File: src/rss_pkg.sv
// rss_pkg: shared constants and types for the serial access block
package rss_pkg;

  // ************************************************************
  // address map
  // ************************************************************
  localparam int          ADDR_W          = 7;
  localparam int          MEM_BYTES       = 96;
  localparam logic [6:0]  REG_BASE        = 7'h00;
  localparam logic [6:0]  REG_LAST        = 7'h1f;
  localparam logic [6:0]  SRAM_BASE       = 7'h20;
  localparam logic [6:0]  SRAM_LAST       = 7'h5f;
  localparam logic [6:0]  FLAG_REG        = 7'h03;
  localparam int          FLAG_BIT        = 4;
  localparam logic [6:0]  TS_LOSS_BASE    = 7'h18;
  localparam logic [6:0]  TS_RESTORE_BASE = 7'h1c;
  localparam int          TS_BYTES        = 4;
  localparam logic [7:0]  REG_RESET_VAL   = 8'h00;

  // ************************************************************
  // bus framing
  // ************************************************************
  localparam logic [3:0]  BITS_PER_BYTE   = 4'h8;
  localparam logic [6:0]  DEV_ADDR_DEF    = 7'h5a;
  localparam int          FIFO_DEPTH      = 16;

  // ************************************************************
  // types
  // ************************************************************
  typedef logic [TS_BYTES-1:0][7:0] rss_time_type;

  typedef struct packed {
    logic [6:0] addr;
    logic [7:0] data;
  } rss_wr_req_type;

  typedef enum logic [3:0] {
    ST_IDLE,
    ST_ADDR,
    ST_ADDR_ACK,
    ST_WORD,
    ST_WORD_ACK,
    ST_WDATA,
    ST_WDATA_ACK,
    ST_RDATA,
    ST_RACK
  } rss_state_type;

endpackage

File: src/rss_fifo.sv
// rss_fifo: flop-based valid/ready fifo with parameterised width and depth
module rss_fifo #(
  parameter int WIDTH = 15,
  parameter int DEPTH = 16
) (
  // clock and reset
  input  wire logic             sys_clk,
  input  wire logic             rst,
  // fill side
  input  wire logic             in_valid,
  output logic                  in_ready,
  input  wire logic [WIDTH-1:0] in_data,
  // drain side
  output logic                  out_valid,
  input  wire logic             out_ready,
  output logic [WIDTH-1:0]      out_data
);

  localparam int PW = $clog2(DEPTH);

  logic [WIDTH-1:0] store_r [DEPTH];
  logic [PW-1:0]    wr_ptr_r;
  logic [PW-1:0]    rd_ptr_r;
  logic [PW:0]      count_r;
  wire              push    = in_valid & in_ready;
  wire              pop     = out_valid & out_ready;
  wire  [PW-1:0]    wr_last = PW'(DEPTH - 1);

  assign in_ready  = (count_r != (PW+1)'(DEPTH));
  assign out_valid = (count_r != '0);
  assign out_data  = store_r[rd_ptr_r];

  always_ff @(posedge sys_clk) begin
    if (push) begin
      store_r[wr_ptr_r] <= in_data;
    end
  end

  always_ff @(posedge sys_clk) begin
    if (rst) begin
      wr_ptr_r <= '0;
      rd_ptr_r <= '0;
      count_r  <= '0;
    end else begin
      if (push) begin
        wr_ptr_r <= (wr_ptr_r == wr_last) ? '0 : wr_ptr_r + 1'b1;
      end
      if (pop) begin
        rd_ptr_r <= (rd_ptr_r == wr_last) ? '0 : rd_ptr_r + 1'b1;
      end
      count_r <= count_r + (PW+1)'(push) - (PW+1)'(pop);
    end
  end

endmodule

File: src/rss_serial_access.sv
// rss_serial_access: two-wire slave access to clock registers and user sram with time-stamps
module rss_serial_access
  import rss_pkg::*;
#(
  parameter logic [6:0] DEV_ADDR = rss_pkg::DEV_ADDR_DEF  // arbitrary value
) (
  // clock and reset
  input  wire logic                  sys_clk,
  input  wire logic                  rst,
  // two-wire bus
  input  wire logic                  scl_in,
  input  wire logic                  sda_in,
  output logic                       sda_out,
  output logic                       sda_oe,
  // supply and timekeeping
  input  wire logic                  main_supply_ok,
  input  wire logic                  backup_present,
  input  wire logic                  osc_running,
  input  wire logic                  rtc_update_busy,
  input  wire rss_pkg::rss_time_type cur_time,
  // status
  output logic                       on_backup
);

  import rss_pkg::*;

  // ************************************************************
  // pointer wrap
  // ************************************************************
  function automatic logic [6:0] next_addr(input logic [6:0] a);
    logic [6:0] n;
    n = a + 7'h01;
    if (a == SRAM_LAST) begin
      n = SRAM_BASE;
    end else if (a == REG_LAST) begin
      n = REG_BASE;
    end
    return n;
  endfunction

  // ************************************************************
  // state
  // ************************************************************
  rss_state_type  state_r;
  logic [3:0]     bitcnt_r;
  logic [7:0]     rx_r;
  logic [7:0]     tx_r;
  logic [6:0]     ptr_r;
  logic           more_r;
  logic           scl_r;
  logic           sda_r;
  logic           sda_oe_r;
  logic           main_ok_r;
  logic [7:0]     mem_r [MEM_BYTES];

  rss_wr_req_type push_req;
  rss_wr_req_type head_req;
  logic           push_ready;
  logic           head_valid;

  // ************************************************************
  // bus event decode
  // ************************************************************
  wire scl_rise   = scl_in & ~scl_r;
  wire scl_fall   = ~scl_in & scl_r;
  wire bus_start  = scl_in & scl_r & sda_r & ~sda_in;
  wire bus_stop   = scl_in & scl_r & ~sda_r & sda_in;
  wire byte_done  = scl_fall & (bitcnt_r == BITS_PER_BYTE);
  wire addr_match = (rx_r[7:1] == DEV_ADDR);
  wire addr_read  = rx_r[0];
  wire word_ok    = (rx_r <= {1'b0, SRAM_LAST});
  wire rx_state   = (state_r == ST_ADDR) | (state_r == ST_WORD) | (state_r == ST_WDATA);
  wire [7:0] rd_byte = mem_r[ptr_r];

  // ************************************************************
  // write path through the fifo
  // ************************************************************
  wire wdata_done = byte_done & (state_r == ST_WDATA);
  wire push_valid = wdata_done;
  wire head_reg   = (head_req.addr < SRAM_BASE);
  // only clock registers wait for an update; an sram write at the head drains at once
  wire drain_rdy  = ~(rtc_update_busy & head_reg);
  wire drain      = head_valid & drain_rdy;

  assign push_req = rss_wr_req_type'{addr: ptr_r, data: rx_r};

  rss_fifo #(
    .WIDTH ($bits(rss_wr_req_type)),
    .DEPTH (FIFO_DEPTH)
  ) u_wr_fifo (
    .sys_clk   (sys_clk),
    .rst       (rst),
    .in_valid  (push_valid),
    .in_ready  (push_ready),
    .in_data   (push_req),
    .out_valid (head_valid),
    .out_ready (drain_rdy),
    .out_data  (head_req)
  );

  // ************************************************************
  // supply events
  // ************************************************************
  wire cap_ok      = backup_present & osc_running;
  wire supply_loss = main_ok_r & ~main_supply_ok & cap_ok;
  wire supply_back = ~main_ok_r & main_supply_ok & cap_ok;
  wire flag_clear  = drain & (head_req.addr == FLAG_REG) & ~head_req.data[FLAG_BIT]
                     & mem_r[FLAG_REG][FLAG_BIT];

  // ************************************************************
  // storage
  // ************************************************************
  // sram bytes carry no reset and survive loss of main supply
  always_ff @(posedge sys_clk) begin
    if (rst) begin
      for (int i = 0; i < int'(SRAM_BASE); i++) begin
        mem_r[i] <= REG_RESET_VAL;  // only registers reset
      end
    end else begin
      if (drain) begin
        mem_r[head_req.addr] <= head_req.data;
      end
      if (flag_clear) begin
        for (int i = 0; i < 2*TS_BYTES; i++) begin
          mem_r[TS_LOSS_BASE + 7'(i)] <= REG_RESET_VAL;
        end
      end
      // captures come last so a set beats a clear in the same cycle
      if (supply_loss) begin
        for (int i = 0; i < TS_BYTES; i++) begin
          mem_r[TS_LOSS_BASE + 7'(i)] <= cur_time[i];
        end
        mem_r[FLAG_REG][FLAG_BIT] <= 1'b1;
      end
      if (supply_back) begin
        for (int i = 0; i < TS_BYTES; i++) begin
          mem_r[TS_RESTORE_BASE + 7'(i)] <= cur_time[i];
        end
      end
    end
  end

  assign on_backup = mem_r[FLAG_REG][FLAG_BIT];
  assign sda_out   = 1'b0;
  assign sda_oe    = sda_oe_r;

  // ************************************************************
  // bus sampling
  // ************************************************************
  always_ff @(posedge sys_clk) begin
    if (rst) begin
      scl_r     <= 1'b1;
      sda_r     <= 1'b1;
      main_ok_r <= 1'b0;
    end else begin
      scl_r     <= scl_in;
      sda_r     <= sda_in;
      main_ok_r <= main_supply_ok;
    end
  end

  always_ff @(posedge sys_clk) begin
    if (rst) begin
      rx_r     <= 8'h00;
      bitcnt_r <= 4'h0;
      more_r   <= 1'b0;
    end else begin
      if (bus_start | byte_done | (scl_fall & (state_r == ST_ADDR_ACK | state_r == ST_WORD_ACK
          | state_r == ST_WDATA_ACK | state_r == ST_RACK))) begin
        bitcnt_r <= 4'h0;
      end else if (scl_rise & (rx_state | state_r == ST_RDATA)) begin
        bitcnt_r <= bitcnt_r + 4'h1;
      end
      if (scl_rise & rx_state) begin
        rx_r <= {rx_r[6:0], sda_in};
      end
      if (scl_rise & (state_r == ST_RACK)) begin
        more_r <= ~sda_in;
      end
    end
  end

  // ************************************************************
  // protocol state machine
  // ************************************************************
  always_ff @(posedge sys_clk) begin
    if (rst) begin
      state_r  <= ST_IDLE;
      sda_oe_r <= 1'b0;
      tx_r     <= 8'h00;
      ptr_r    <= REG_BASE;
    end else if (~main_supply_ok) begin
      state_r  <= ST_IDLE;  // no bus access on backup
      sda_oe_r <= 1'b0;
    end else if (bus_start) begin
      state_r  <= ST_ADDR;
      sda_oe_r <= 1'b0;
    end else if (bus_stop) begin
      state_r  <= ST_IDLE;
      sda_oe_r <= 1'b0;
    end else if (scl_fall) begin
      case (state_r)
        ST_ADDR: begin
          if (byte_done & addr_match) begin
            state_r  <= ST_ADDR_ACK;
            sda_oe_r <= 1'b1;
            if (addr_read) begin
              tx_r  <= rd_byte;
              ptr_r <= next_addr(ptr_r);
            end
          end else if (byte_done) begin
            state_r <= ST_IDLE;
          end
        end
        ST_ADDR_ACK: begin
          if (tx_valid_dir()) begin
            state_r  <= ST_RDATA;
            sda_oe_r <= ~tx_r[7];
          end else begin
            state_r  <= ST_WORD;
            sda_oe_r <= 1'b0;
          end
        end
        ST_WORD: begin
          if (byte_done & word_ok) begin
            ptr_r    <= rx_r[6:0];  // latched before any restart
            state_r  <= ST_WORD_ACK;
            sda_oe_r <= 1'b1;
          end else if (byte_done) begin
            state_r  <= ST_IDLE;
          end
        end
        ST_WORD_ACK: begin
          state_r  <= ST_WDATA;
          sda_oe_r <= 1'b0;
        end
        ST_WDATA: begin
          if (byte_done & push_ready) begin
            ptr_r    <= next_addr(ptr_r);
            state_r  <= ST_WDATA_ACK;
            sda_oe_r <= 1'b1;
          end else if (byte_done) begin
            state_r  <= ST_IDLE;  // full fifo answers with nack
          end
        end
        ST_WDATA_ACK: begin
          state_r  <= ST_WDATA;
          sda_oe_r <= 1'b0;
        end
        ST_RDATA: begin
          if (bitcnt_r == BITS_PER_BYTE) begin
            state_r  <= ST_RACK;
            sda_oe_r <= 1'b0;
          end else begin
            tx_r     <= {tx_r[6:0], 1'b0};
            sda_oe_r <= ~tx_r[6];
          end
        end
        ST_RACK: begin
          if (more_r) begin
            tx_r     <= rd_byte;
            ptr_r    <= next_addr(ptr_r);
            sda_oe_r <= ~rd_byte[7];
            state_r  <= ST_RDATA;
          end else begin
            state_r  <= ST_IDLE;
            sda_oe_r <= 1'b0;
          end
        end
        default: begin
          state_r  <= ST_IDLE;
          sda_oe_r <= 1'b0;
        end
      endcase
    end
  end

  // direction of the transfer, kept in the address shift register
  function automatic logic tx_valid_dir();
    return rx_r[0];
  endfunction
endmodule

File: config.mk
export PLATFORM = sky130hd
export DESIGN_NAME = rss_serial_access
export DESIGN_NICKNAME = d
export VERILOG_FILES = /design/src/rss_pkg.sv /design/src/rss_fifo.sv /design/src/rss_serial_access.sv
export SDC_FILE = /design/constraint.sdc
export NUM_CORES = 1
export LEC_CHECK = 0
export BUFFER_PORTS_ARGS = -buffer_cell sky130_fd_sc_hd__buf_2
export CELL_PAD_IN_SITES_DETAIL_PLACEMENT = 0
export CELL_PAD_IN_SITES_GLOBAL_PLACEMENT = 1
export CORE_ASPECT_RATIO = 0.8
export CORE_UTILIZATION = 50
export DETAILED_ROUTE_END_ITERATION = 10
export PLACE_DENSITY = 0.7
export SLEW_MARGIN = 20
export SYNTH_ARGS = -nofsm -noshare
export SYNTH_HDL_FRONTEND = slang
export SYNTH_SLANG_ARGS = --single-unit
File: constraint.sdc
create_clock -name sys_clk -period 4.4 [get_ports sys_clk]
set_input_delay 0.88 -clock sys_clk [delete_from_list [all_inputs] [get_ports sys_clk]]
set_output_delay 0.88 -clock sys_clk [all_outputs]
set_load 0.05 [all_outputs]
# After elaboration in Yosys (flattened, before gate mapping)
# Memories as Yosys holds them, arrays and structs flattened. A register that Yosys moved wholly into a read port is not among the register bits.
# Cells that the tools add are included.
[totals] ff_bits=49 ram_bits=1008 output_inout_bits=3 elab_cells=263 mem_count=2
[classes] addsub=6 magnitude_cmp=2 n_eq_ne=33 muxes=73 n_bitwise=119 n_reduce_logical=14
[memory_table] name="mem_r" depth=96 width=8 read_ports=2 rd_ports_with_merged_regs=1 wr=32 line="rss_serial_access.sv:54" text="logic [7:0] mem_r [MEM_BYTES];"
[memory_table] name="u_wr_fifo.store_r" depth=16 width=15 read_ports=1 rd_ports_with_merged_regs=1 wr=1 line="rss_fifo.sv:21" text="logic [WIDTH-1:0] store_r [DEPTH];"
[ops] cell="two-way mux 8 bit" count=21
[ops] cell="== test 7 bit, second input constant" count=11
[ops] cell="two-way mux 7 bit" count=10
[ops] cell="AND 1 bit" count=62
[ops] cell="two-way mux 4 bit" count=9
[ops] cell="inverter 1 bit" count=31
[ops] cell="one-hot mux 4 bit (7 select lines)" count=1
[ops] cell="one-hot mux 7 bit (4 select lines)" count=1
[ops] cell="two-way mux 1 bit" count=26
[ops] cell="bitwise OR 1 bit" count=25
[ops] cell="one-hot mux 8 bit (3 select lines)" count=1
[ops] cell="== test 4 x 3 -> 1 bit, second input constant" count=4
[ops] cell="== test 4 bit, second input constant" count=4
[ops] cell="adder 4 x 1 -> 4 bit, second input constant" count=3
[ops] cell="AND reduction 10 bit" count=1
[ops] cell="AND reduction 9 bit" count=1
[ops] cell="== test 4 x 2 -> 1 bit, second input constant" count=2
[ops] cell="<= comparator 8 x 7 -> 1 bit, second input constant" count=1
[ops] cell="!= test 2 bit, second input constant" count=4
[ops] cell="OR reduction 8 bit" count=1
[ops] cell="adder 7 x 1 -> 7 bit, second input constant" count=1
[ops] cell="== test 7 x 2 -> 1 bit, second input constant" count=1
[ops] cell="== test 7 x 5 -> 1 bit, second input constant" count=1
[ops] cell="< comparator 7 x 6 -> 1 bit, second input constant" count=1
[ops] cell="17 further kinds" count=24

# Longest topological paths before layout
# Gate-level depths: netlist (run 1).
[depth] ltp_word=19 depth_mapped=17 mapped_depth_nobuf=14

# Hierarchy
# Synthesis (run 1) repeated with hierarchy kept, for this count alone.
[unflattened] cells_unflattened=2594 hier_area_um2=44755.4
[modules_own_cells] mod="rss_serial_access" n_inst=1 cells_each=2119 area_each_um2=34777.1 seq_area_each_um2=23922.9
[modules_own_cells] mod="rss_fifo" n_inst=1 cells_each=475 area_each_um2=9978.3 seq_area_each_um2=7547.2

# Worst setup path after synthesis (run 1)
# OpenSTA, ideal clock, no wires.
[synth_timing] path_kind="input to register" from="in scl_in" to="mem u_wr_fifo.store_r[3][0], enable pin" arrival_time_ns=3.069 path_slack_ns=0.925 stages=4 n_path_buf=0 path_cell_list="nand2b_1 -> nor4_2 -> nand2_1 -> nor3_1"
[synth_via] elab_chain_len=7
[synth_rtl] item="from (decl)" line="rss_serial_access.sv:11" text="input wire logic scl_in,"
[synth_rtl] item="inverter 1 bit" line="rss_serial_access.sv:65" text="wire scl_fall = ~scl_in & scl_r;"
[synth_rtl] item="AND 1 bit" line="rss_serial_access.sv:65"
[synth_rtl] item="AND 1 bit" line="rss_serial_access.sv:68" text="wire byte_done = scl_fall & (bitcnt_r == BITS_PER_BYTE);"
[synth_rtl] item="AND 1 bit" line="rss_serial_access.sv:78" text="wire wdata_done = byte_done & (state_r == ST_WDATA);"
[synth_rtl] item="AND 1 bit" line="rss_fifo.sv:25" text="wire push = in_valid & in_ready;"
[synth_rtl] item="via u_wr_fifo.push" line="rss_fifo.sv:25"
[synth_rtl] item="two-way mux 1 bit" line="rss_fifo.sv:34" text="if (push) begin"
[synth_rtl] item="two-way mux 1 bit (implied by the code)" line="rss_fifo.sv:35" text="store_r[wr_ptr_r] <= in_data;"
[synth_rtl] item="to (decl)" line="rss_fifo.sv:21"
# The timed path passes the listed nets, and every way through them passes these cells.

==> results of run 1 <==
## state kept, by name, indices dropped and copies added, names as in the netlist, named ones only
signal	flops
mem_r	768
u_wr_fifo.store_r	240
rx_r	8
tx_r	8
ptr_r	7
u_wr_fifo.count_r	5
bitcnt_r	4
state_r	4
u_wr_fifo.rd_ptr_r	4
u_wr_fifo.wr_ptr_r	4
main_ok_r	1
more_r	1
scl_r	1
sda_oe	1
sda_r	1
## final cells by class
class	count	area share, %
Sequential cell	1068	62.5
Inverter	32	0.241
Timing Repair Buffer	211	3.24
Multi-Input combinational cell	1327	24.4
Clock buffer	131	5.51
Tap cell	1188	2.95
Antenna cell	1	0.00497
Clock inverter	62	1.16
## worst max-delay path: stages (launching register included)
cell and delay (ns):
dfxtp_4 0.66, mux4_1 0.62, a22oi_1 0.33, and2_1 0.23, a41oi_1 0.35, ha_1 0.42, inv_1 0.04, ha_1 0.18
inv_1 0.08, fa_1 0.21, inv_1 0.05, a21oi_1 0.14, nor2_1 0.07, or3_1 0.35, a21oi_1 0.14
## routing by layer
| layer | wire, um | up-vias | share of wire, % |
|---|---|---|---|
| li1 | - | 10500 | - |
| met1 | 47600 | 12700 | 43 |
| met2 | 51300 | 1041 | 46 |
| met3 | 9930 | 168 | 8.9 |
| met4 | 2420 | 2 | 2.2 |
| met5 | 7 | - | 0.0063 |
## logic make-up after synthesis
kind of cell / count (synthesis) / synth area share (%)
AOI/OAI and AO/OA: 241 / 3.78
xor gates and xnor gates: 12 / 0.235
adders and majority gates: 15 / 0.437
buffers and inverters: 226 / 2.36
DFF: 1068 / 70.5
muxes: 357 / 15.5
other: 1 / 0.00840
and+or+nand+nor: 701 / 7.19
## report_power, final
part	switching (mW)	internal [mW]	total [mW]
sequential	0.143	11.8	11.9
combinational	1.96	0.713	2.68
clock	3.79	5.00	8.79
## placed cells by master, fill, tap and decap left out, drive strengths merged, types with 3 or more instances in the layout
cell type  netlist  layout
a2111oi          4       4
a211oi          13      13
a21oi           31      31
a221oi           7       7
a22oi           30      30
a31oi           13      13
and2             5       5
and3             4       4
buf            129     211
bufinv           0       9
clkbuf          65     131
clkinv           0      50
dfxtp           60      60
edfxtp        1008    1008
ha              14      14
inv             32      34
mux2            25      25
mux2i           67      67
mux4           265     265
nand2          183     183
nand2b          31      31
nand3           34      34
nand3b           5       5
nand4            5       5
nor2           376     376
nor2b            8       8
nor3            19      19
nor4             6       6
nor4b            4       4
o2111ai          6       6
o211ai           3       3
o21ai           36      36
o22ai           14      14
o311ai           3       3
o31ai           64      64
or2              7       7
xnor2            4       4
xor2             8       8
## worst paths after layout
check	cells after the start	to	from
setup / recovery	14	u_wr_fifo.count_r[4]	flip-flop
hold / removal	2	more_r	sda_in
setup reg to reg	14	u_wr_fifo.count_r[4]	flip-flop
hold reg to reg	2	tx_r[0]	tx_r[0]
==> flow_metrics.tcl, run 1 <==
set metrics [dict create \
    outcome "completed" \
    synth_edf_count 1008 \
    vias_per_cell 6.08 \
    postCtsSetupBuffers 0 \
    max-vdd-ir-drop_uv 383 \
    num_vias 24400 \
    seq_area_mm2 0.0315 \
    grt_pass1_wl_um 164000 \
    required_ns 5.00 \
    finalPower_mw 23.4 \
    worstMarginPinSlew_ns 1.12 \
    cts_buffers 103 \
    clk_latency_ns 0.69 \
    wire_per_inst_um 27.7 \
    fin_util_pct 57.3 \
    setup_viol 0 \
    syn_area_mm2 0.0447 \
    synth_area_leaders "edfxtp_1 (68%), mux4_2 (13%), dfxtp_1 (2.7%)" \
    multi_input_area_mm2 0.0123 \
    globalRouteMet3Util_pct 5.87 \
    clock_sinks 1068 \
    fin_tns_setup_ns 0 \
    drv_slew 0 \
    fin_cells 4020 \
    ant_nets 0 \
    hold_buffers 0 \
    first_iter_violations 2772 \
    r2r_setup_slack_ns 0.43 \
    yosys_register_bits 1068 \
    rows 97 \
    cts_resized 0 \
    start_kind "flip-flop" \
    area_delta_synth_final_pct 12.8 \
    synth_cell_types 77 \
    synthesis.nets 2676 \
    die-area_mm2 0.0905 \
    synth.top_cell.area_share_pct 67.8 \
    syn_avg_cell_area_um2 17.0 \
    die_h_um 269 \
    antenna_found_initial 3 \
    routed_wl_um 111000 \
    rsz0062_at_grt "no" \
    ys_seq_area_share_pct 70.5 \
    synth.most_common_cell "edfxtp_1" \
    initial_utilization_pct 50.8 \
    core_mm2 0.0880 \
    synth_common_cells "edfxtp_1 (1008), nor2_1 (320), mux4_2 (260)" \
    dieWidth_um 336 \
    top_usage_layer "met2" \
    place_congestion 0.865 \
    drc_errors 0 \
    final_nets 2798 \
    nFillCells 6697 \
    finalHoldViolCount 0 \
    synthArstFlopShare_pct 0 \
    cts_tree "done" \
    place.detailed.hpwl_um 71100 \
    worstPathMaxFanout 25 \
    h-tree-depth 3 \
    p_leak_nw 16.4 \
    holdCritPathClass "in -> reg" \
    hold_ws_ns 0.471 \
    synthCells 2621 \
    grt_max_degree 65 \
    fin_worst_skew_ns 0.0229 \
    fin_crit_ns 3.97 \
    grt_pass1_vias 24600 \
    post-route-period-util_pct 90.2 \
    fin_area_mm2 0.0504 \
    power.density_mw_per_mm2 464 \
    path_class "reg -> reg" \
    worstSetupEndpointType "flip-flop" \
    finalWorstSetupSlack_ns 0.433 \
    maxSlewHeadroom_pct 25.1 \
    cts_buffer_depth 3 \
    cap_violations 0 \
    grt_overflow 0 \
    dp.cells 3826 \
    synth_top_cell_by_area "edfxtp_1" \
    grtUsageTotal_pct 24.9 \
    yosys_most_used_dff "edfxtp_1" \
    crit_arrival_ns 4.56 \
    numPortBuffers 41 \
    dpl_cell_area_mm2 0.0470 \
    place_ws_ns 0.427 \
    grtUsageMet1_pct 36.7 \
    clkTransAtPathRegs_ns 0.06 \
    dr.pass1.iters 5 \
    cts_root_buffer "clkbuf_16" \
    final_layout_size_suffix_gt1_share_pct 27.3 \
    grt_util_met2_pct 37.7 \
    io_pins 43 \
    fmax_ghz 0.252 \
    yosysWarnings 0 \
]
(Power assumes the default switching activity.)
==> run 2, diff against run 1 <==
==> constraint.sdc (replaced) <==
create_clock -name sys_clk -period 4.4 [get_ports sys_clk]
set_input_delay 0.22 -clock sys_clk [delete_from_list [all_inputs] [get_ports sys_clk]]
set_output_delay 0.22 -clock sys_clk [all_outputs]
set_load 0.05 [all_outputs]
==> flow_metrics.tcl, run 2 (synthesized netlist as in run 1, its figures left out) <==
set metrics [dict create \
    cts_tree "done" \
    clock_sinks 1068 \
    drv_slew 0 \
    place.detailed.hpwl_um 70200 \
    power.density_mw_per_mm2 465 \
    h-tree-depth 3 \
    worstSetupEndpointType "flip-flop" \
    worstPathMaxFanout 22 \
    wire_per_inst_um 27.7 \
    dieWidth_um 336 \
    drc_errors 0 \
    num_vias 24700 \
    outcome "completed" \
    setup_viol 0 \
    initial_utilization_pct 50.8 \
    clkTransAtPathRegs_ns 0.06 \
    hold_buffers 36 \
    cts_buffers 105 \
    maxSlewHeadroom_pct 26.6 \
    vias_per_cell 6.10 \
    cts_resized 0 \
    required_ns 4.71 \
    fin_crit_ns 4.14 \
    rows 97 \
    hold_ws_ns 0.0798 \
    antenna_cells 0 \
    grt_pass1_vias 24600 \
    core_mm2 0.0880 \
    final_nets 2831 \
    grtUsageTotal_pct 25.2 \
    cts_root_buffer "clkbuf_16" \
    fin_util_pct 57.8 \
    grt_overflow 0 \
    path_class "reg -> reg" \
    finalHoldViolCount 0 \
    final_layout_size_suffix_gt1_share_pct 26.9 \
    die_h_um 269 \
    rsz0062_at_grt "no" \
    cts_buffer_depth 3 \
    mostFrequentLayoutCell "edfxtp_1" \
    grt_max_degree 80 \
    antenna_found_initial 1 \
    largest_reg_flops 768 \
    postCtsSetupBuffers 0 \
    start_kind "flip-flop" \
    io_pins 43 \
    cap_violations 0 \
    p_leak_nw 16.6 \
    dr.pass1.iters 6 \
    routed_wl_um 112000 \
    holdCritPathClass "in -> reg" \
    clk_latency_ns 0.69 \
    worstMarginPinSlew_ns 1.10 \
    mostFrequentLayoutCells "edfxtp_1 (1008), nor2_1 (318), mux4_2 (260)" \
    max-vdd-ir-drop_uv 415 \
    first_iter_violations 2892 \
    fin_worst_skew_ns 0.0190 \
    fmax_ghz 0.241 \
    area_delta_synth_final_pct 13.8 \
    layout_top_registers "mem_r (768), u_wr_fifo.store_r (240)" \
    place_congestion 0.844 \
    crit_arrival_ns 4.45 \
    ant_nets 0 \
    die-area_mm2 0.0905 \
    post-route-period-util_pct 94.1 \
    grt_pass1_wl_um 166000 \
    numPortBuffers 41 \
    fin_tns_setup_ns 0 \
    largest_register "mem_r" \
]
==> run 2: final cells by class <==
cell class | count | area [um^2]
timing repair buffer | 242 | 1970
clock buffer | 138 | 2890
fill | 6645 | 37100
inverter | 32 | 123
clock inverter | 58 | 598
sequential | 1068 | 31500
tap | 1188 | 1490
multi-input combinational | 1327 | 12300
==> run 2: worst paths after layout <==
path                  start  slack (ns)  cells past startpoint            to
setup / recovery  flip-flop        0.26                      7  mem_r[66][0]
hold / removal          rst        0.08                      2     flip-flop
setup reg to reg  flip-flop        0.26                      7  mem_r[66][0]
hold reg to reg     tx_r[1]        0.51                      1       tx_r[1]
==> run 2: per-layer routing <==
metal	routed length [um]	GRT usage, %	share of wire [%]
met1	49200	38.3	44
met2	52400	38.4	47
met3	8590	4.16	7.7
met4	1930	5.29	1.7
met5	50	0.426	0.045
==> run 2: critical path: stages (launching register included) <==
cell and delay (ns):
dfxtp_4 0.62, buf_4 0.28, mux4_1 0.55, mux4_2 0.65, inv_1 0.23, nand3_2 0.48
buf_4 0.40, nor2_1 0.52
==> run 2: power breakdown <==
group          total (mW)  internal (mW)  leakage (nW)  switching (mW)
Combinational        2.63          0.712          4.71            1.92
Sequential           11.9           11.8          10.2           0.154
Clock                9.07           5.27          1.71            3.80
Total                23.6           17.8          16.6            5.87
==> run 2: through the flow <==
step / instances / setup WS, ns / total power [mW] / cell area, um^2
finish: 4053 / 0.259 / 23.7 / 50800
global route: 4053 / 0.0551 / 24.3 / 50800
CTS: 4053 / 0.0711 / 23.8 / 50800
detailed placement: 3821 / 0.0849 / 14.8 / 47000
global placement: 3821 / 0.265 / 14.7 / 47000
floorplan: 2621 / 0.939 / 13.7 / 44700
